File: src/nmtp_pkg.sv
// Package for the network map table parser: field widths, table kinds,
// parser states and section kinds.
// Assumes a byte-wide table content stream from an upstream extractor.
package nmtp_pkg;
   localparam int BYTE_W = 8;
   localparam int LEN_W = 12;
   localparam int ID_W = 16;
   localparam int HDR_BYTES = 4;
   localparam logic [LEN_W-1:0] LEN_ZERO = 12'h000;
   localparam logic [LEN_W-1:0] LEN_ONE = 12'h001;
   localparam logic [LEN_W-1:0] LEN_TWO = 12'h002;
   localparam logic [LEN_W-1:0] REC_HDR_LEN = 12'h006;
   localparam logic [3:0] LEN_HI_MASK = 4'h0;
   localparam logic [1:0] BUF_DEPTH = 2'h2;
   // Which table the upstream is delivering
   localparam logic TBL_INFO = 1'b0;
   localparam logic TBL_MAP = 1'b1;
   // Tag on each output descriptor byte
   localparam logic SEC_NET = 1'b0;
   localparam logic SEC_TRANSPORT = 1'b1;

   typedef enum logic [3:0] {
      NMTP_IDLE, NMTP_NLEN_HI, NMTP_NLEN_LO, NMTP_NET, NMTP_SLEN_HI,
      NMTP_SLEN_LO, NMTP_FWD_HI, NMTP_FWD_LO, NMTP_ID2_HI, NMTP_ID2_LO,
      NMTP_TLEN_HI, NMTP_TLEN_LO, NMTP_TDESC, NMTP_DONE, NMTP_DROP
   } nmtp_state_e;
endpackage

File: src/nmtp_skid_buf.sv
// Two-entry buffer with valid and ready on both sides.
// Assumes one clock; the drain side may stall at any time.
`timescale 1ns/1ps
module nmtp_skid_buf
   import nmtp_pkg::*;
#(
   parameter int WIDTH = 9
) (
   // Clock and reset
   input wire logic clk_sys,
   input wire logic sys_rst,
   // Fill side
   input wire logic inValid,
   output logic inReady,
   input wire logic [WIDTH-1:0] inData,
   // Drain side
   output logic outValid,
   input wire logic outReady,
   output logic [WIDTH-1:0] outData
);
   logic [WIDTH-1:0] mem_q [2];
   logic wrPtr_q;
   logic rdPtr_q;
   logic [1:0] count_q;
   logic doWr;
   logic doRd;

   // Honest full and empty from the count
   assign inReady = (count_q != BUF_DEPTH);
   assign outValid = (count_q != 2'h0);
   assign outData = mem_q[rdPtr_q];
   assign doWr = inValid && inReady;
   assign doRd = outValid && outReady;

   // Storage, written only on accepted words
   always_ff @(posedge clk_sys) begin
      if (doWr) begin
         mem_q[wrPtr_q] <= inData;
      end
   end

   // Pointers and occupancy
   always_ff @(posedge clk_sys or posedge sys_rst) begin
      if (sys_rst) begin
         wrPtr_q <= 1'b0;
         rdPtr_q <= 1'b0;
         count_q <= 2'h0;
      end else begin
         if (doWr) begin
            wrPtr_q <= ~wrPtr_q;
         end
         if (doRd) begin
            rdPtr_q <= ~rdPtr_q;
         end
         if (doWr && !doRd) begin
            count_q <= count_q + 2'h1;
         end else if (doRd && !doWr) begin
            count_q <= count_q - 2'h1;
         end
      end
   end
endmodule

File: src/nmtp_len_cnt.sv
// Down counter for one counted section, stopping at zero.
// Assumes load and step are never asserted in the same cycle.
`timescale 1ns/1ps
module nmtp_len_cnt
   import nmtp_pkg::*;
(
   // Clock and reset
   input wire logic clk_sys,
   input wire logic sys_rst,
   // Control
   input wire logic load,
   input wire logic [LEN_W-1:0] loadVal,
   input wire logic step,
   // Status
   output logic [LEN_W-1:0] remain,
   output logic isZero
);
   logic [LEN_W-1:0] cnt_q;

   assign remain = cnt_q;
   assign isZero = (cnt_q == LEN_ZERO);

   // Count down one per consumed byte, never below zero
   always_ff @(posedge clk_sys or posedge sys_rst) begin
      if (sys_rst) begin
         cnt_q <= LEN_ZERO;
      end else if (load) begin
         cnt_q <= loadVal;
      end else if (step && !isZero) begin
         cnt_q <= cnt_q - LEN_ONE;
      end
   end
endmodule

File: src/network_map_table_parser.sv
// Parser for the network information and service map table contents.
// Assumes upstream delivers one table per inStart..inLast burst with a
// valid/ready handshake, and that downstream may stall descriptor bytes.
`timescale 1ns/1ps
module network_map_table_parser
   import nmtp_pkg::*;
(
   // Clock and reset
   input wire logic clk_sys,
   input wire logic sys_rst,
   // Table content bytes from the section extractor
   input wire logic inValid,
   output logic inReady,
   input wire logic [BYTE_W-1:0] inData,
   input wire logic inStart,
   input wire logic inLast,
   input wire logic inTableKind,
   // Descriptor byte stream
   output logic descValid,
   input wire logic descReady,
   output logic [BYTE_W-1:0] descData,
   output logic descSection,
   // Record identifiers
   output logic recValid,
   output logic recTableKind,
   output logic [ID_W-1:0] recFwdMux,
   output logic [ID_W-1:0] recOriginNetIdent,
   output logic [ID_W-1:0] recReturnMux,
   // Table status
   output logic tableDone,
   output logic formatError,
   output logic busy
);
   nmtp_state_e state_q;
   nmtp_state_e state_d;
   logic kind_q;
   logic [LEN_W-BYTE_W-1:0] lenHi_q;
   logic [ID_W-1:0] fwd_q;
   logic [ID_W-1:0] id2_q;
   logic [ID_W-1:0] recFwd_q;
   logic [ID_W-1:0] recOrig_q;
   logic [ID_W-1:0] recRet_q;
   logic recValid_q;
   logic recKind_q;
   logic done_q;
   logic err_q;
   logic take;
   logic isDesc;
   logic bufReady;
   logic [LEN_W-1:0] fieldLen;
   logic errHit;
   // Section counters: stream spec and current section
   logic specLoad;
   logic secLoad;
   logic [LEN_W-1:0] specRemain;
   logic [LEN_W-1:0] secRemain;
   logic specZero;
   logic secZero;
   logic inSpec;

   // Bytes of a descriptor section need a free buffer slot
   assign isDesc = (state_q == NMTP_NET) || (state_q == NMTP_TDESC);
   assign inReady = isDesc ? bufReady : (state_q != NMTP_DONE);
   assign take = inValid && inReady;
   // Reserved nibble ahead, count MSB first
   assign fieldLen = {lenHi_q, inData};
   assign inSpec = (state_q >= NMTP_FWD_HI) && (state_q <= NMTP_TDESC);
   assign busy = (state_q != NMTP_IDLE);

   // Returns true when a count does not fit the bytes left around it
   function automatic logic overruns(input logic [LEN_W-1:0] need,
                                     input logic [LEN_W-1:0] avail);
      overruns = (need > avail);
   endfunction

   nmtp_len_cnt u_spec_cnt (
      .clk_sys(clk_sys),
      .sys_rst(sys_rst),
      .load(specLoad),
      .loadVal(fieldLen),
      .step(take && inSpec),
      .remain(specRemain),
      .isZero(specZero)
   );
   assign specLoad = take && (state_q == NMTP_SLEN_LO);

   nmtp_len_cnt u_sec_cnt (
      .clk_sys(clk_sys),
      .sys_rst(sys_rst),
      .load(secLoad),
      .loadVal(fieldLen),
      .step(take && isDesc),
      .remain(secRemain),
      .isZero(secZero)
   );
   assign secLoad = take && ((state_q == NMTP_NLEN_LO) ||
                             (state_q == NMTP_TLEN_LO));

   always_comb begin
      errHit = 1'b0;
      if (take) begin
         if ((state_q == NMTP_TLEN_LO) &&
             overruns(fieldLen, specRemain - LEN_ONE)) begin
            errHit = 1'b1;
         end else if ((state_q == NMTP_FWD_HI) &&
                      overruns(REC_HDR_LEN, specRemain)) begin
            errHit = 1'b1;
         end else if (inLast && (state_q != NMTP_DROP) &&
                      !((state_q == NMTP_SLEN_LO) &&
                        (fieldLen == LEN_ZERO)) &&
                      !((state_q == NMTP_TDESC) && (secRemain == LEN_ONE)
                        && (specRemain == LEN_ONE)) &&
                      !((state_q == NMTP_TLEN_LO) && (fieldLen == LEN_ZERO)
                        && (specRemain == LEN_ONE))) begin
            // Content ended before the counted sections did
            errHit = 1'b1;
         end else if (!inLast && (state_q == NMTP_SLEN_LO) &&
                      (fieldLen == LEN_ZERO)) begin
            errHit = 1'b1;
         end
      end
   end

   // Next-state walk through the table layout
   always_comb begin
      state_d = state_q;
      case (state_q)
         NMTP_IDLE: begin
            // First byte holds reserved bits and count top
            if (take && inStart) begin
               state_d = NMTP_NLEN_LO;
            end
         end
         NMTP_NLEN_LO: begin
            if (take) begin
               state_d = (fieldLen == LEN_ZERO) ? NMTP_SLEN_HI : NMTP_NET;
            end
         end
         NMTP_NET: begin
            if (take && (secRemain == LEN_ONE)) begin
               state_d = NMTP_SLEN_HI;
            end
         end
         NMTP_SLEN_HI: begin
            if (take) begin
               state_d = NMTP_SLEN_LO;
            end
         end
         NMTP_SLEN_LO: begin
            if (take) begin
               state_d = (fieldLen == LEN_ZERO) ? NMTP_DONE : NMTP_FWD_HI;
            end
         end
         NMTP_FWD_HI: begin
            if (take) begin
               state_d = NMTP_FWD_LO;
            end
         end
         NMTP_FWD_LO: begin
            if (take) begin
               state_d = NMTP_ID2_HI;
            end
         end
         NMTP_ID2_HI: begin
            if (take) begin
               state_d = NMTP_ID2_LO;
            end
         end
         NMTP_ID2_LO: begin
            if (take) begin
               state_d = NMTP_TLEN_HI;
            end
         end
         NMTP_TLEN_HI: begin
            if (take) begin
               state_d = NMTP_TLEN_LO;
            end
         end
         NMTP_TLEN_LO: begin
            if (take) begin
               if (fieldLen != LEN_ZERO) begin
                  state_d = NMTP_TDESC;
               end else if (specRemain == LEN_ONE) begin
                  state_d = NMTP_DONE;
               end else begin
                  state_d = NMTP_FWD_HI;
               end
            end
         end
         NMTP_TDESC: begin
            // Record ends, next record or table end
            if (take && (secRemain == LEN_ONE)) begin
               state_d = (specRemain == LEN_ONE) ? NMTP_DONE : NMTP_FWD_HI;
            end
         end
         NMTP_DONE: begin
            state_d = NMTP_IDLE;
         end
         NMTP_DROP: begin
            // Discard the rest of an abandoned table
            if (take && inLast) begin
               state_d = NMTP_IDLE;
            end
         end
         default: begin
            state_d = NMTP_IDLE;
         end
      endcase
      // Abandon the table on a format error
      if (errHit) begin
         state_d = inLast ? NMTP_IDLE : NMTP_DROP;
      end else if (take && inLast && (state_d != NMTP_DONE)
                   && (state_q != NMTP_DROP)) begin
         state_d = NMTP_IDLE;
      end
   end

   // State register
   always_ff @(posedge clk_sys or posedge sys_rst) begin
      if (sys_rst) begin
         state_q <= NMTP_IDLE;
      end else begin
         state_q <= state_d;
      end
   end

   // Field capture, MSB byte first
   always_ff @(posedge clk_sys or posedge sys_rst) begin
      if (sys_rst) begin
         kind_q <= TBL_INFO;
         lenHi_q <= LEN_HI_MASK;
         fwd_q <= '0;
         id2_q <= '0;
      end else if (take) begin
         if (state_q == NMTP_IDLE) begin
            kind_q <= inTableKind;
         end
         if ((state_q == NMTP_IDLE) || (state_q == NMTP_SLEN_HI) ||
             (state_q == NMTP_TLEN_HI)) begin
            lenHi_q <= inData[LEN_W-BYTE_W-1:0];
         end
         if (state_q == NMTP_FWD_HI) begin
            fwd_q[ID_W-1:BYTE_W] <= inData;
         end
         if (state_q == NMTP_FWD_LO) begin
            fwd_q[BYTE_W-1:0] <= inData;
         end
         if (state_q == NMTP_ID2_HI) begin
            id2_q[ID_W-1:BYTE_W] <= inData;
         end
         if (state_q == NMTP_ID2_LO) begin
            id2_q[BYTE_W-1:0] <= inData;
         end
      end
   end

   // Record output, one-cycle strobe after the transport count
   always_ff @(posedge clk_sys or posedge sys_rst) begin
      if (sys_rst) begin
         recValid_q <= 1'b0;
         recKind_q <= TBL_INFO;
         recFwd_q <= '0;
         recOrig_q <= '0;
         recRet_q <= '0;
      end else begin
         recValid_q <= take && (state_q == NMTP_TLEN_LO) && !errHit;
         if (take && (state_q == NMTP_TLEN_LO) && !errHit) begin
            recKind_q <= kind_q;
            // Forward label shared by both table kinds
            recFwd_q <= fwd_q;
            if (kind_q == TBL_MAP) begin
               recRet_q <= id2_q;
            end else begin
               recOrig_q <= id2_q;
            end
         end
      end
   end

   assign recValid = recValid_q;
   assign recTableKind = recKind_q;
   assign recFwdMux = recFwd_q;
   assign recOriginNetIdent = recOrig_q;
   assign recReturnMux = recRet_q;

   // Table status strobes
   always_ff @(posedge clk_sys or posedge sys_rst) begin
      if (sys_rst) begin
         done_q <= 1'b0;
         err_q <= 1'b0;
      end else begin
         done_q <= (state_q == NMTP_DONE);
         err_q <= errHit;
      end
   end

   assign tableDone = done_q;
   assign formatError = err_q;

   // Stall by the receiver must not lose a descriptor byte
   nmtp_skid_buf #(
      .WIDTH(BYTE_W + 1)
   ) u_desc_buf (
      .clk_sys(clk_sys),
      .sys_rst(sys_rst),
      .inValid(inValid && isDesc),
      .inReady(bufReady),
      .inData({(state_q == NMTP_TDESC) ? SEC_TRANSPORT : SEC_NET, inData}),
      .outValid(descValid),
      .outReady(descReady),
      .outData({descSection, descData})
   );
endmodule

File: config.mk
export PLATFORM = sky130hd
export DESIGN_NAME = network_map_table_parser
export DESIGN_NICKNAME = d
export VERILOG_FILES = /design/src/nmtp_pkg.sv /design/src/nmtp_skid_buf.sv /design/src/nmtp_len_cnt.sv /design/src/network_map_table_parser.sv
export SDC_FILE = /design/constraint.sdc
export NUM_CORES = 1
export LEC_CHECK = 0
export CAP_MARGIN = 20
export CORE_ASPECT_RATIO = 0.5
export CORE_MARGIN = 2
export CORE_UTILIZATION = 64
export CTS_CLUSTER_SIZE = 8
export DETAILED_ROUTE_END_ITERATION = 10
export DONT_BUFFER_PORTS = 1
export PLACE_DENSITY = 0.76
export SYNTH_ARGS = -nofsm -noshare
export SYNTH_HDL_FRONTEND = slang
export SYNTH_SLANG_ARGS = --single-unit
File: constraint.sdc
create_clock -name clk_sys -period 5.5 [get_ports clk_sys]
set_input_delay 0.55 -clock clk_sys [delete_from_list [all_inputs] [get_ports clk_sys]]
set_output_delay 0.55 -clock clk_sys [all_outputs]
set_load 0.01 [all_outputs]
# Yosys cells after proc, flatten, opt, wreduce, memory -nomap -nowiden
# Memory sizes are Yosys's and may differ from the RTL's.
# Cells that the tools add are included.
# classes
bitwise_logic	3
n_addsub	4
n_reduce_logical	64
mux	36
eq_ne	19
n_lt_le_gt_ge	4
# op_table
cell	n
2-to-1 mux 4 bit	19
case mux 4 bit (13 select lines)	1
2-to-1 mux 12 bit	4
zero test 12 bit	3
logical AND 1 bit	33
== test 4 bit (second input constant)	7
== test 12 x 1 -> 1 bit (second input constant)	2
subtractor 12 x 1 -> 12 bit (second input constant)	2
== test 4 x 3 -> 1 bit (second input constant)	4
AND reduction 2 bit	8
> comparator 12 bit	1
> comparator 3 x 12 -> 1 bit (first input constant)	1
inequality test 4 bit (second input constant)	3
nonzero test 12 bit	1
zero test 1 bit	9
2-to-1 mux 1 bit	9
== test 4 x 2 -> 1 bit (second input constant)	2
nonzero test 2 bit	4
>= comparator 4 x 3 -> 1 bit (second input constant)	1
less-or-equal comparator 4 bit (second input constant)	1
zero test 4 bit	1
logical OR 1 bit	4
2-to-1 mux 2 bit	2
nonzero test 4 bit	1
5 further kinds	7
# totals
wordCells	150
memories	1
mem_bits_rw	18
input_bits	15
reg_bits	121
output_inout_bits	64
# memory_table
memory	depth	word_bits	rd	rd_clocked_by_memory_dff	write_ports	line_no	rtl
u_desc_buf.mem_q	2	9	1	0	1	nmtp_skid_buf.sv:21	logic [WIDTH-1:0] mem_q [2];

# Longest topological paths before layout
# Gate-level depths: netlist of the first run.
# depth
ltp_word	13
ltp_mapped	14
mapped_depth_nobuf	12

# Modules after synthesis
# From an unflattened synthesis of the first run, not the netlist that was laid out.
# hier_totals
cells_unflattened	594
hier_area_um2	7138.1
# modules_own_cells
module	cells_per_inst	area_per_inst_um2	seq_area_each_um2	instances
network_map_table_parser	380	4694.5	2327.2	1
nmtp_skid_buf	47	864.6	640.6	1
nmtp_len_cnt at u_sec_cnt	82	792.0	300.3	1
nmtp_len_cnt at u_spec_cnt	85	787.0	300.3	1

# Worst setup path before layout of the first run
# OpenSTA, ideal clock, no wires.
# synth_timing
path_kind	register -> register
from	reg u_spec_cnt.cnt_q[2], in the netlist u_spec_cnt.remain[2]
to	reg recFwd_q[0], in the netlist recFwdMux[0]
path_buffers	2
setup_ps	128
required_ps	5372
stages_incl_launch_ff	13
period_less_slack_ps	4221
slack_ps	1279
arrival_time_ps	4094
path_cell_list	dfrtp_1 -> clkbuf_1 -> nor4_1 -> nor4b_1 -> nand2_1 -> xor2_1 -> ha_1 -> nand4_1 -> a211oi_1 -> o41ai_1 -> nand3_2 -> buf_2 -> mux2_1
# synth_via
elab_chain_len	11
word_cells_on_any_way	18
classes_between	add/sub: 1; order compare: 2; eq/ne: 1; mux: 4; reduce/logical: 10
# synth_rtl
element	line_no	rtl
start: declaration	nmtp_len_cnt.sv:18	logic [LEN_W-1:0] cnt_q;
start signal: assignment	nmtp_len_cnt.sv:28	cnt_q <= loadVal;
start signal: assignment	nmtp_len_cnt.sv:30	cnt_q <= cnt_q - LEN_ONE;
branches (longest 7 deep; another with subtractor 12 x 1 -> 12 bit)	--	
2-to-1 mux 1 bit *	network_map_table_parser.sv:102	if ((state_q == NMTP_TLEN_LO) &&
2-to-1 mux 1 bit *	network_map_table_parser.sv:101	if (take) begin
zero test 1 bit *	network_map_table_parser.sv:267	if (take && (state_q == NMTP_TLEN_LO) && !errHit) begin
logical AND 1 bit *	network_map_table_parser.sv:267	
end signal: assignment	network_map_table_parser.sv:270	recFwd_q <= fwd_q;
end: declaration	network_map_table_parser.sv:40	logic [ID_W-1:0] recFwd_q;
# Mark *: on every way between the ends.
# A chain may end at the register's enable or synchronous reset.

# Final worst setup path of the first run
# layout_timing
from	reg u_spec_cnt.cnt_q[0], in the netlist u_spec_cnt.remain[0]
to	reg recFwd_q[1], in the netlist recFwdMux[1]
# Same word-level chain as after synthesis.

==> impl_metrics.py, run 1 <==
metrics = {
    "yosys": {
        "synth_area_leaders": "dfrtp_1 45%, mux2_2 13%, edfxtp_1 8.0%, ha_1 3.9%, mux2_4 2.2%",
        "yosysTopAreaCell": "dfrtp_1",
        "synth.ff_latch_count": 139,
        "synth-async-reset-ratio": 0.871,
        "synth_edf_count": 18,
        "ys_warn_count": 0,
        "synthDominantCellAreaShare": 0.447,
        "yosysSeqAreaShare": 0.527,
        "postSynthAreaPerCell_um2": 12.2,
        "yosys-top-cells-count": "121 x dfrtp_1, 78 x mux2_2, 40 x nand2_1",
        "syn_area_um2": 6770,
        "syn_inst": 555,
        "synth_flop_cell": "dfrtp_1",
        "yosysMostFrequentCell": "dfrtp_1",
        "yosysUniqueCellTypes": 70,
        "synth_nets": 591,
    },
    "layout": {
        "drive_above_1_share": 0.249,
        "diodes": 0,
        "area_delta_synth_final_pct": 10.9,
        "fin_nets": 591,
    },
    "floorplanning": {
        "coreArea_um2": 10200,
        "dieWidth_um": 149,
        "rows": 26,
        "initial_utilization": 0.661,
        "io_pins": 79,
        "die_y_um": 76.7,
        "die-area_um2": 11500,
    },
    "worst_setup_path": {
        "crit_path_frequent_cell": "ha_1",
        "max_stage_delay_ps": 720,
        "criticalPathCategory": "reg2reg",
        "r2r_cells": 11,
        "path_max_fanout": 16,
        "crit_required_ps": 5790,
        "cp-start-kind": "flop",
        "end_kind": "flop",
        "slowest_stage": "o41ai_1",
        "worstPathCellList": "inv_1 -> ha_1 -> nand3b_1 -> or4_1 -> xor2_1 -> ha_1 -> a21oi_1 -> a21boi_0 -> o41ai_1 -> nand3_2 -> mux2_1",
        "critical_path_arrival_ps": 4560,
        "regToRegSetupSlack_ps": 1220,
    },
    "drt": {
        "drtPass1Iterations": 5,
        "routed_wirelength_um": 15300,
        "via_per_inst": 6.55,
        "wl_per_cell_um": 21.7,
        "via_count": 4628,
        "drc": 0,
        "drtAntennaViolNets": 0,
        "dr.first_iter.drc_count": 477,
    },
    "pwr": {
        "cellPowerDensity_nw_per_um2": 575,
        "worst_ir_drop_vdd_v": 0.000316,
        "p_leak_nw": 3.27,
        "finalPower_mw": 4.32,
    },
    "placed_design": {
        "routabilityCongestion": 0.927,
        "io_buffers": 0,
        "dp_hpwl_um": 10100,
    },
    "cts": {
        "tritoncts": "done",
        "cts.htree.levels": 4,
        "clk_pin_slew_ps": 60,
        "clock_path_buffers": 2,
        "post_cts_resize_count": 0,
        "post_cts_buffers": 0,
        "ctsHoldBuffers": 0,
        "cts_buffers": 17,
        "cts.sinks": 139,
        "insertion_delay_ps": 420,
        "root_buffer": "clkbuf_16",
    },
    "timing": {
        "slew-limit-headroom": 0.402,
        "finalHoldWorstSlack_ps": 113,
        "skew_ps": 17.7,
        "finalHoldViolCount": 0,
        "setup_viol": 0,
        "finalCriticalPeriod_ps": 4280,
        "fmax_ghz": 0.234,
        "slew_violations": 0,
        "rsz0062_at_grt": "no",
        "worst_pin_slew_ps": 894,
        "fin_crit_sh": 0.778,
        "fin_setup_tns_ps": 0,
    },
    "global_route": {
        "overflow": 0,
        "antenna_found_initial": 0,
        "grt_pass1_wl_um": 24600,
        "grt_pass1_vias": 4510,
        "grt_usage": 0.287,
        "grt_max_degree": 64,
    },
    "worst_hold_path": {
        "min_path_type": "in2async",
    },
    "job": {
        "drv_cap": 0,
    },
    "run_status": {
        "outcome": "complete, no violations",
    },
}
stage by stage:
| stage | cells | util | setup WS, ps | area [um2] |
|---|---|---|---|---|
| 2_1_floorplan | 555 | - | 1280 | 6770 |
| 3_3_place_gp | 676 | 0.671 | 1450 | 6870 |
| 3_5_place_dp | 676 | 0.671 | 1320 | 6870 |
| 4_1_cts | 707 | 0.733 | 1280 | 7510 |
| 5_1_grt | 707 | 0.733 | 965 | 7510 |
| 6_report | 707 | 0.733 | 1220 | 7510 |
layer usage:
layer  vias to the layer above  GRT usage  share of wire  wire length [um]
li1                       2091          -              -                 -
met1                      2288      0.414           0.44              6780
met2                       219      0.420           0.45              6850
met3                        30     0.0929          0.096              1480
met4                         0     0.0838          0.015               233
met5                         -          0              0                 0
worst max-delay path, delay by kind of cell (launching register included):
kind,cells,cell delay [ps]
AND/OR/NAND/NOR,3,1180
adder cells (fa/ha/maj),2,620
multiplexers,1,480
flip-flops,1,440
AO/OA/AOI/OAI,3,990
XOR/XNOR,1,220
buffers and inverters,1,200
final timing paths:
kind                                            from                      to
worst max-delay path            u_spec_cnt.remain[0]            recFwdMux[1]
worst min-delay path                         sys_rst        recReturnMux[12]
worst max register to register  u_spec_cnt.remain[0]            recFwdMux[1]
worst min register to register              fwd_q[0]            recFwdMux[0]
max in group asynchronous                    sys_rst              lenHi_q[2]
min in group clk_sys                       inData[7]  u_desc_buf.mem_q[1][7]
cell usage in the layout, fill, tap and decap left out, types with 7 or more instances in the layout:
master	instances
a221o_1	10
edfxtp_1	18
nor3_1	10
nand3_1	17
nor4_1	7
a21oi_1	13
o211ai_1	9
nor2_1	33
mux2_2	78
clkbuf_16	19
dfrtp_1	121
nand2_1	40
inv_1	9
nand4_1	10
xor2_1	9
xnor2_1	7
o21ai_0	15
ha_1	21
mux2_4	10
power breakdown:
| group | internal [mW] | leakage, nW | switching (mW) |
|---|---|---|---|
| clock | 0.771 | 0.312 | 0.448 |
| combinational | 0.610 | 1.23 | 0.632 |
| sequential | 1.40 | 1.73 | 0.453 |
registers in the layout, indices dropped and copies added, names as in the netlist:
| name | cells |
|---|---|
| u_desc_buf.mem_q | 18 |
| fwd_q | 16 |
| id2_q | 16 |
| recFwdMux | 16 |
| recOriginNetIdent | 16 |
| recReturnMux | 16 |
| u_sec_cnt.remain | 12 |
| u_spec_cnt.remain | 12 |
| lenHi_q | 4 |
| state_q | 4 |
| u_desc_buf.count_q | 2 |
| formatError | 1 |
| kind_q | 1 |
| recTableKind | 1 |
| recValid | 1 |
| tableDone | 1 |
| u_desc_buf.rdPtr_q | 1 |
| u_desc_buf.wrPtr_q | 1 |
kinds of logic (layout without fill, tap and decap cells):
kind of cell | Yosys count | after routing | synth area share
flip-flops | 139 | 139 | 0.527
buffers and inverters | 34 | 46 | 0.0224
adder cells (fa/ha/maj) | 21 | 21 | 0.0388
AND/OR/NAND/NOR | 158 | 158 | 0.127
AO/OA/AOI/OAI | 92 | 92 | 0.101
multiplexers | 95 | 95 | 0.163
XOR/XNOR | 16 | 16 | 0.0207
layout make-up:
cell class | count | area [um2]
clock buffers | 20 | 479
clock inverters | 11 | 156
fillers | 691 | 2740
inverters | 10 | 40.0
multi-input cells | 382 | 3050
flip-flops and latches | 139 | 3570
well taps | 140 | 175
repair buffers | 5 | 37.5
Power figures use the tool's default switching activity.
==> inputs of run 2 (changes only) <==
ABC_AREA = 1   (was unset)
clock period = 4.3 ns   (was 5.5 ns; I/O delays follow)
==> run 2 against run 1 <==
Flip-flop and latch count is the same; utilization shrank 0.15 points; wire length grew 11%; clock power grew 23%; setup slack lost 570 ps; sequential share of layout area shrank 0.21 points; register-to-register slack lost 570 ps; critical path depth grew 7; non-clock buffer count shrank 2; global-route usage grew 2.6 points; count of clock-buffer cells in the layout shrank 3; critical path type unchanged; highest routed layer unchanged.
==> impl_metrics.py, run 2 <==
metrics = {
    "yosys": {
        "syn_inst": 789,
        "yosys-top-cells-count": "256 x nand2_1, 121 x dfrtp_1, 77 x o21ai_0",
        "synth.ff_latch_count": 139,
        "ys_warn_count": 0,
        "yosysTopAreaCell": "dfrtp_1",
        "yosysUniqueCellTypes": 39,
        "synthDominantCellAreaShare": 0.443,
        "postSynthAreaPerCell_um2": 8.66,
        "synth-async-reset-ratio": 0.871,
        "synth_nets": 825,
        "synth_flop_cell": "dfrtp_1",
        "synth_edf_count": 18,
        "syn_area_um2": 6840,
        "yosysSeqAreaShare": 0.522,
        "yosysMostFrequentCell": "nand2_1",
        "synth_area_leaders": "dfrtp_1 44%, nand2_1 14%, edfxtp_1 7.9%, o21ai_0 5.6%, inv_1 3.9%",
    },
    "cts": {
        "clk_pin_slew_ps": 70,
        "post_cts_buffers": 0,
        "post_cts_resize_count": 0,
        "clock_path_buffers": 2,
        "tritoncts": "done",
        "cts.htree.levels": 4,
        "ctsHoldBuffers": 0,
        "insertion_delay_ps": 420,
        "cts_buffers": 17,
        "cts.sinks": 139,
        "root_buffer": "clkbuf_16",
    },
    "placed_design": {
        "routabilityCongestion": 0.943,
        "place_area_um2": 6940,
        "dp_hpwl_um": 11600,
        "dp.cells": 914,
        "io_buffers": 0,
    },
    "drt": {
        "routed_wirelength_um": 17000,
        "via_per_inst": 5.89,
        "wl_met1_um": 7190,
        "via_count": 5574,
        "drtPass1Iterations": 6,
        "wl_met3_um": 1640,
        "routed.top_layer": "met4",
        "wl_per_cell_um": 18.0,
        "drc": 0,
        "routed-wl-met2_um": 7970,
        "dr.first_iter.drc_count": 451,
        "drtAntennaViolNets": 0,
    },
    "pwr": {
        "combPwrFrac": 0.305,
        "finalPower_mw": 5.16,
        "cellPowerDensity_nw_per_um2": 684,
        "p_sw_mw": 2.01,
        "p_int_mw": 3.14,
        "p_sw_frac": 0.390,
        "seqPwrFrac": 0.404,
        "p_leak_nw": 3.79,
        "worst_ir_drop_vdd_v": 0.000342,
        "pwr-share-clk": 0.291,
    },
    "timing": {
        "finalHoldViolCount": 0,
        "slew-limit-headroom": 0.491,
        "setup_viol": 0,
        "fin_crit_sh": 0.848,
        "fmax_ghz": 0.274,
        "rsz0062_at_grt": "no",
        "slew_violations": 0,
        "fin_setup_tns_ps": 0,
        "skew_ps": 8.76,
        "finalHoldWorstSlack_ps": 14.1,
        "worst_pin_slew_ps": 761,
        "finalCriticalPeriod_ps": 3650,
    },
    "worst_setup_path": {
        "criticalPathCategory": "reg2reg",
        "max_stage_delay_ps": 420,
        "worstPathCellList": "inv_1 -> ha_1 -> nand2_1 -> nor2_1 -> nand3_1 -> xor2_1 -> inv_1 -> ha_1 -> nand2_1 -> nor2_1 -> nand2_1 -> nor2_1 -> nor2_1 -> nand2_1 -> nand4_4 -> buf_4 -> o21ai_0 -> nand2_1",
        "critical_path_arrival_ps": 3950,
        "cp-start-kind": "flop",
        "crit_path_frequent_cell": "nand2_1",
        "crit_required_ps": 4600,
        "crit_buf_inv": 3,
        "critPathTopFamily": "simple AND/OR/NAND/NOR gates",
        "slowest_stage": "dfrtp_1",
        "path_max_fanout": 31,
        "end_kind": "flop",
    },
    "layout": {
        "diodes": 0,
        "final_cell_count_no_fill": 946,
        "largest-register": "u_desc_buf.mem_q",
        "nFillCells": 756,
        "most-common-layout-cells": "256 x nand2_1, 121 x dfrtp_1, 77 x o21ai_0",
        "area_delta_synth_final_pct": 10.3,
        "fin_nets": 829,
        "regArea_um2": 3570,
        "drive_above_1_share": 0.0918,
        "final_common_cell": "nand2_1",
        "finalInstanceArea_um2": 7540,
        "largest_register_ffs": 18,
        "multi_input_area_um2": 2880,
    },
    "floorplanning": {
        "initial_utilization": 0.663,
        "coreArea_um2": 10300,
        "die-area_um2": 11600,
        "dieWidth_um": 150,
        "io_pins": 79,
        "die_y_um": 77.1,
        "rows": 26,
    },
    "global_route": {
        "grt_pass1_wl_um": 27800,
        "grt_max_degree": 63,
        "grt_usage": 0.313,
        "overflow": 0,
        "antenna_found_initial": 0,
        "grt_pass1_vias": 5418,
    },
    "worst_hold_path": {
        "min_path_type": "in2async",
    },
    "run_status": {
        "outcome": "complete, no violations",
    },
    "job": {
        "drv_cap": 0,
    },
}
[run 2: cell families after synthesis]
kind of cell,after synthesis,share of synthesized area
fa+ha+maj,21,0.0384
flops,139,0.522
compound gates,121,0.101
xor+xnor,20,0.0256
simple gates,380,0.234
buf+inv,95,0.0567
mux,13,0.0214
[run 2: power by group through the flow]
| stage | Combinational [mW] | Clock [mW] | Sequential (mW) |
|---|---|---|---|
| CTS | 1.56 | 1.52 | 2.07 |
| global route | 1.79 | 1.58 | 2.13 |
| global placement | 1.48 | 0 | 2.07 |
| detailed placement | 1.53 | 0 | 2.09 |
| floorplan | 1.26 | 0 | 1.95 |
| finish | 1.57 | 1.50 | 2.08 |
[run 2: layout make-up]
type                            instances  area share
Timing Repair Buffer                    3     0.00299
Multi-Input combinational cell        555       0.382
Inverter                               77      0.0387
Tap cell                              140      0.0232
Clock buffer                           17      0.0564
Clock inverter                         15      0.0234
Sequential cell                       139       0.473
[run 2: worst reg2reg max path, cell delays in order (launching register included)]
cell,delay [ps]
dfrtp_1,420
inv_1,250
ha_1,290
nand2_1,130
nor2_1,190
nand3_1,110
xor2_1,140
inv_1,60
ha_1,260
nand2_1,60
nor2_1,160
nand2_1,70
nor2_1,120
nor2_1,50
nand2_1,140
nand4_4,380
buf_4,390
o21ai_0,220
nand2_1,90
[run 2: worst paths after layout]
path | start | endpoint | slack [ps] | cells past startpoint
min | sys_rst | fwd_q[2] | 10 | 1
max | u_spec_cnt.remain[0] | recReturnMux[3] | 650 | 18
max reg2reg | u_spec_cnt.remain[0] | recReturnMux[3] | 650 | 18
min reg2reg | fwd_q[7] | recFwdMux[7] | 470 | 2
max in group asynchronous | sys_rst | u_spec_cnt.remain[6] | 3360 | 2
min in group clk_sys | inData[7] | u_desc_buf.mem_q[0][7] | 100 | 0
[run 2: routing by layer]
| metal | vias to the layer above | GRT usage |
|---|---|---|
| met4 | 0 | 0.0821 |
| met3 | 32 | 0.0845 |
| met2 | 280 | 0.505 |
| met5 | - | 0 |
| li1 | 2587 | - |
| met1 | 2675 | 0.423 |
[run 2: metrics by stage]
step                      setup WS, ps   util
after floorplan                    656      -
after global placement             958  0.673
after detailed placement           778  0.673
after CTS                          694  0.731
after global routing               316  0.731
final                              653  0.731
==> inputs of run 3 (changes only) <==
CORE_UTILIZATION = 57   (was 64)
PLACE_DENSITY = 0.71   (was 0.76)
clock period = 2.94 ns   (was 4.3 ns; I/O delays follow)
==> run 3 against run 2 <==
The run now ends with negative setup slack left; combinational power grew 71%; non-clock buffer count is 42 higher; clock skew about the same; register-to-register slack lost 720 ps; count of clock-buffer cells in the layout rose by 2; utilization down 3.1 points; highest routed layer unchanged; largest cell class unchanged; power grew 54%.
==> impl_metrics.py, run 3 (synthesis gave the netlist of run 2 again) <==
metrics = {
    "run_status": {
        "violations": "negative setup slack",
        "outcome": "finished, violations left",
    },
    "worst_setup_path": {
        "reg2reg_to": "recReturnMux[6]",
        "criticalPathCategory": "reg2reg",
        "reg2reg_from": "u_spec_cnt.remain[2]",
        "crit_start": "u_spec_cnt.remain[2]",
        "path_max_fanout": 6,
        "r2r_cells": 17,
        "crit_required_ps": 3240,
        "end_kind": "flop",
        "regToRegSetupSlack_ps": -70,
        "critical_path_arrival_ps": 3310,
        "cp-start-kind": "flop",
    },
    "pwr": {
        "p_sw_mw": 3.15,
        "pwr-share-clk": 0.276,
        "p_leak_nw": 4.07,
        "worst_ir_drop_vdd_v": 0.000412,
        "p_int_mw": 4.77,
        "seqPwrFrac": 0.386,
        "cellPowerDensity_nw_per_um2": 961,
        "p_sw_frac": 0.398,
        "combPwrFrac": 0.338,
        "finalPower_mw": 7.92,
    },
    "cts": {
        "insertion_delay_ps": 420,
        "root_buffer": "clkbuf_16",
        "clk_pin_slew_ps": 70,
        "cts.htree.levels": 4,
        "clock_path_buffers": 2,
        "tritoncts": "done",
        "cts.sinks": 139,
        "cts_buffers": 17,
    },
    "global_route": {
        "grt_pass1_vias": 5531,
        "antenna_found_initial": 1,
        "overflow": 0,
        "grt_max_degree": 52,
        "grt_usage": 0.276,
        "grt_pass1_wl_um": 27500,
    },
    "floorplanning": {
        "rows": 28,
        "die_y_um": 81.4,
        "coreArea_um2": 11800,
        "die-area_um2": 12900,
        "io_pins": 79,
        "initial_utilization": 0.581,
        "dieWidth_um": 159,
    },
    "timing": {
        "finalCriticalPeriod_ps": 3010,
        "skew_ps": 9.11,
        "slew_violations": 0,
        "fin_setup_tns_ps": -946,
        "finalHoldViolCount": 0,
        "slew-limit-headroom": 0.382,
        "rsz0062_at_grt": "yes",
        "setup_viol": 33,
        "worst_pin_slew_ps": 926,
        "finalHoldWorstSlack_ps": 18.8,
        "worst_slack_ps": -69.3,
        "fin_crit_sh": 1.02,
        "fmax_ghz": 0.332,
    },
    "layout": {
        "diodes": 0,
        "area_delta_synth_final_pct": 20.6,
        "fin_nets": 872,
        "largest_register_ffs": 18,
        "final_cell_count_no_fill": 1014,
        "most-common-layout-cells": "250 x nand2_1, 121 x dfrtp_1, 70 x inv_1",
        "nFillCells": 906,
        "finalInstanceArea_um2": 8240,
        "final_common_cell": "nand2_1",
        "largest-register": "u_desc_buf.mem_q",
        "final_util": 0.700,
        "drive_above_1_share": 0.172,
    },
    "drt": {
        "drc": 0,
        "routed_wirelength_um": 18100,
        "via_count": 5723,
        "drtAntennaViolNets": 0,
        "drtPass1Iterations": 5,
        "wl_per_cell_um": 17.9,
        "dr.first_iter.drc_count": 503,
        "via_per_inst": 5.64,
    },
    "placed_design": {
        "io_buffers": 0,
        "place_area_um2": 7100,
        "routabilityCongestion": 0.933,
        "dp.cells": 954,
        "pre_cts_ws_ps": -47.5,
        "dp_hpwl_um": 11700,
    },
    "job": {
        "drv_cap": 0,
    },
    "worst_hold_path": {
        "holdCritStartpoint": "inData[3]",
        "hold_end": "u_sec_cnt.remain[3]",
        "min_path_type": "in2reg",
        "hold_depth": 2,
    },
}
==> run 3: cell count changes in the layout (fill, tap and decap cells not counted), sizes merged <==
cell / delta
clkinv: -3
inv: -2
clkbuf: +5
clkinvlp: +4
buf: +29
nand4: +1
bufinv: -1
dlygate4sd3: +10
==> run 3: cell type report <==
class / instances / area (um2) / area share
Multi-Input combinational cell: 556 / 3070 / 0.372
Tap cell: 165 / 206 / 0.0250
Inverter: 77 / 305 / 0.0370
Clock buffer: 19 / 454 / 0.0551
Clock inverter: 13 / 149 / 0.0181
Sequential cell: 139 / 3570 / 0.433
Timing Repair Buffer: 45 / 495 / 0.0601
==> run 3: power groups by stage <==
stage / Sequential [mW] / Combinational [mW] / Clock [mW]
floorplan: 2.86 / 1.84 / 0
global placement: 3.01 / 2.26 / 0
detailed placement: 3.04 / 2.33 / 0
CTS: 3.02 / 2.40 / 2.21
global route: 3.12 / 3.00 / 2.28
finish: 3.06 / 2.68 / 2.19
==> run 3: critical path, stage by stage, from the launching register on <==
cell,delay [ps]
dfrtp_1,430
nor2_2,170
nand3_1,110
nor2_2,130
nand4_1,130
xor2_1,250
inv_1,110
ha_4,270
nand2_4,70
nor2_4,40
and2_1,130
nand2_1,80
nand3_2,90
nand2_4,110
nand4_4,270
buf_8,240
o21ai_2,130
nand2_1,110
==> run 3: repair_timing <==
action / in CTS / in global routing
buffers inserted: 5 / 8
hold buffers: 10 / 0
setup endpoints to repair: 34 / 54
pin swaps: 3 / 27
cloned: 0 / 5
resized for setup: 3 / 88
endpoints found under the hold margin: 57 / 0
==> run 3: how the worst max path moves through the flow <==
stage / cells past startpoint / endpoint
after floorplan: 19 / recFwdMux[0]
after global placement: 17 / recReturnMux[13]
after detailed placement: 17 / recReturnMux[7]
after CTS: 17 / recReturnMux[9]
after global routing: 17 / recOriginNetIdent[5]
final: 17 / recReturnMux[6]
==> run 3: routing by layer <==
metal	vias up	wire [um]	GRT usage
met3	44	1490	0.0712
li1	2688	-	-
met1	2751	7780	0.353
met2	240	8400	0.459
met4	0	457	0.119
met5	-	0	0
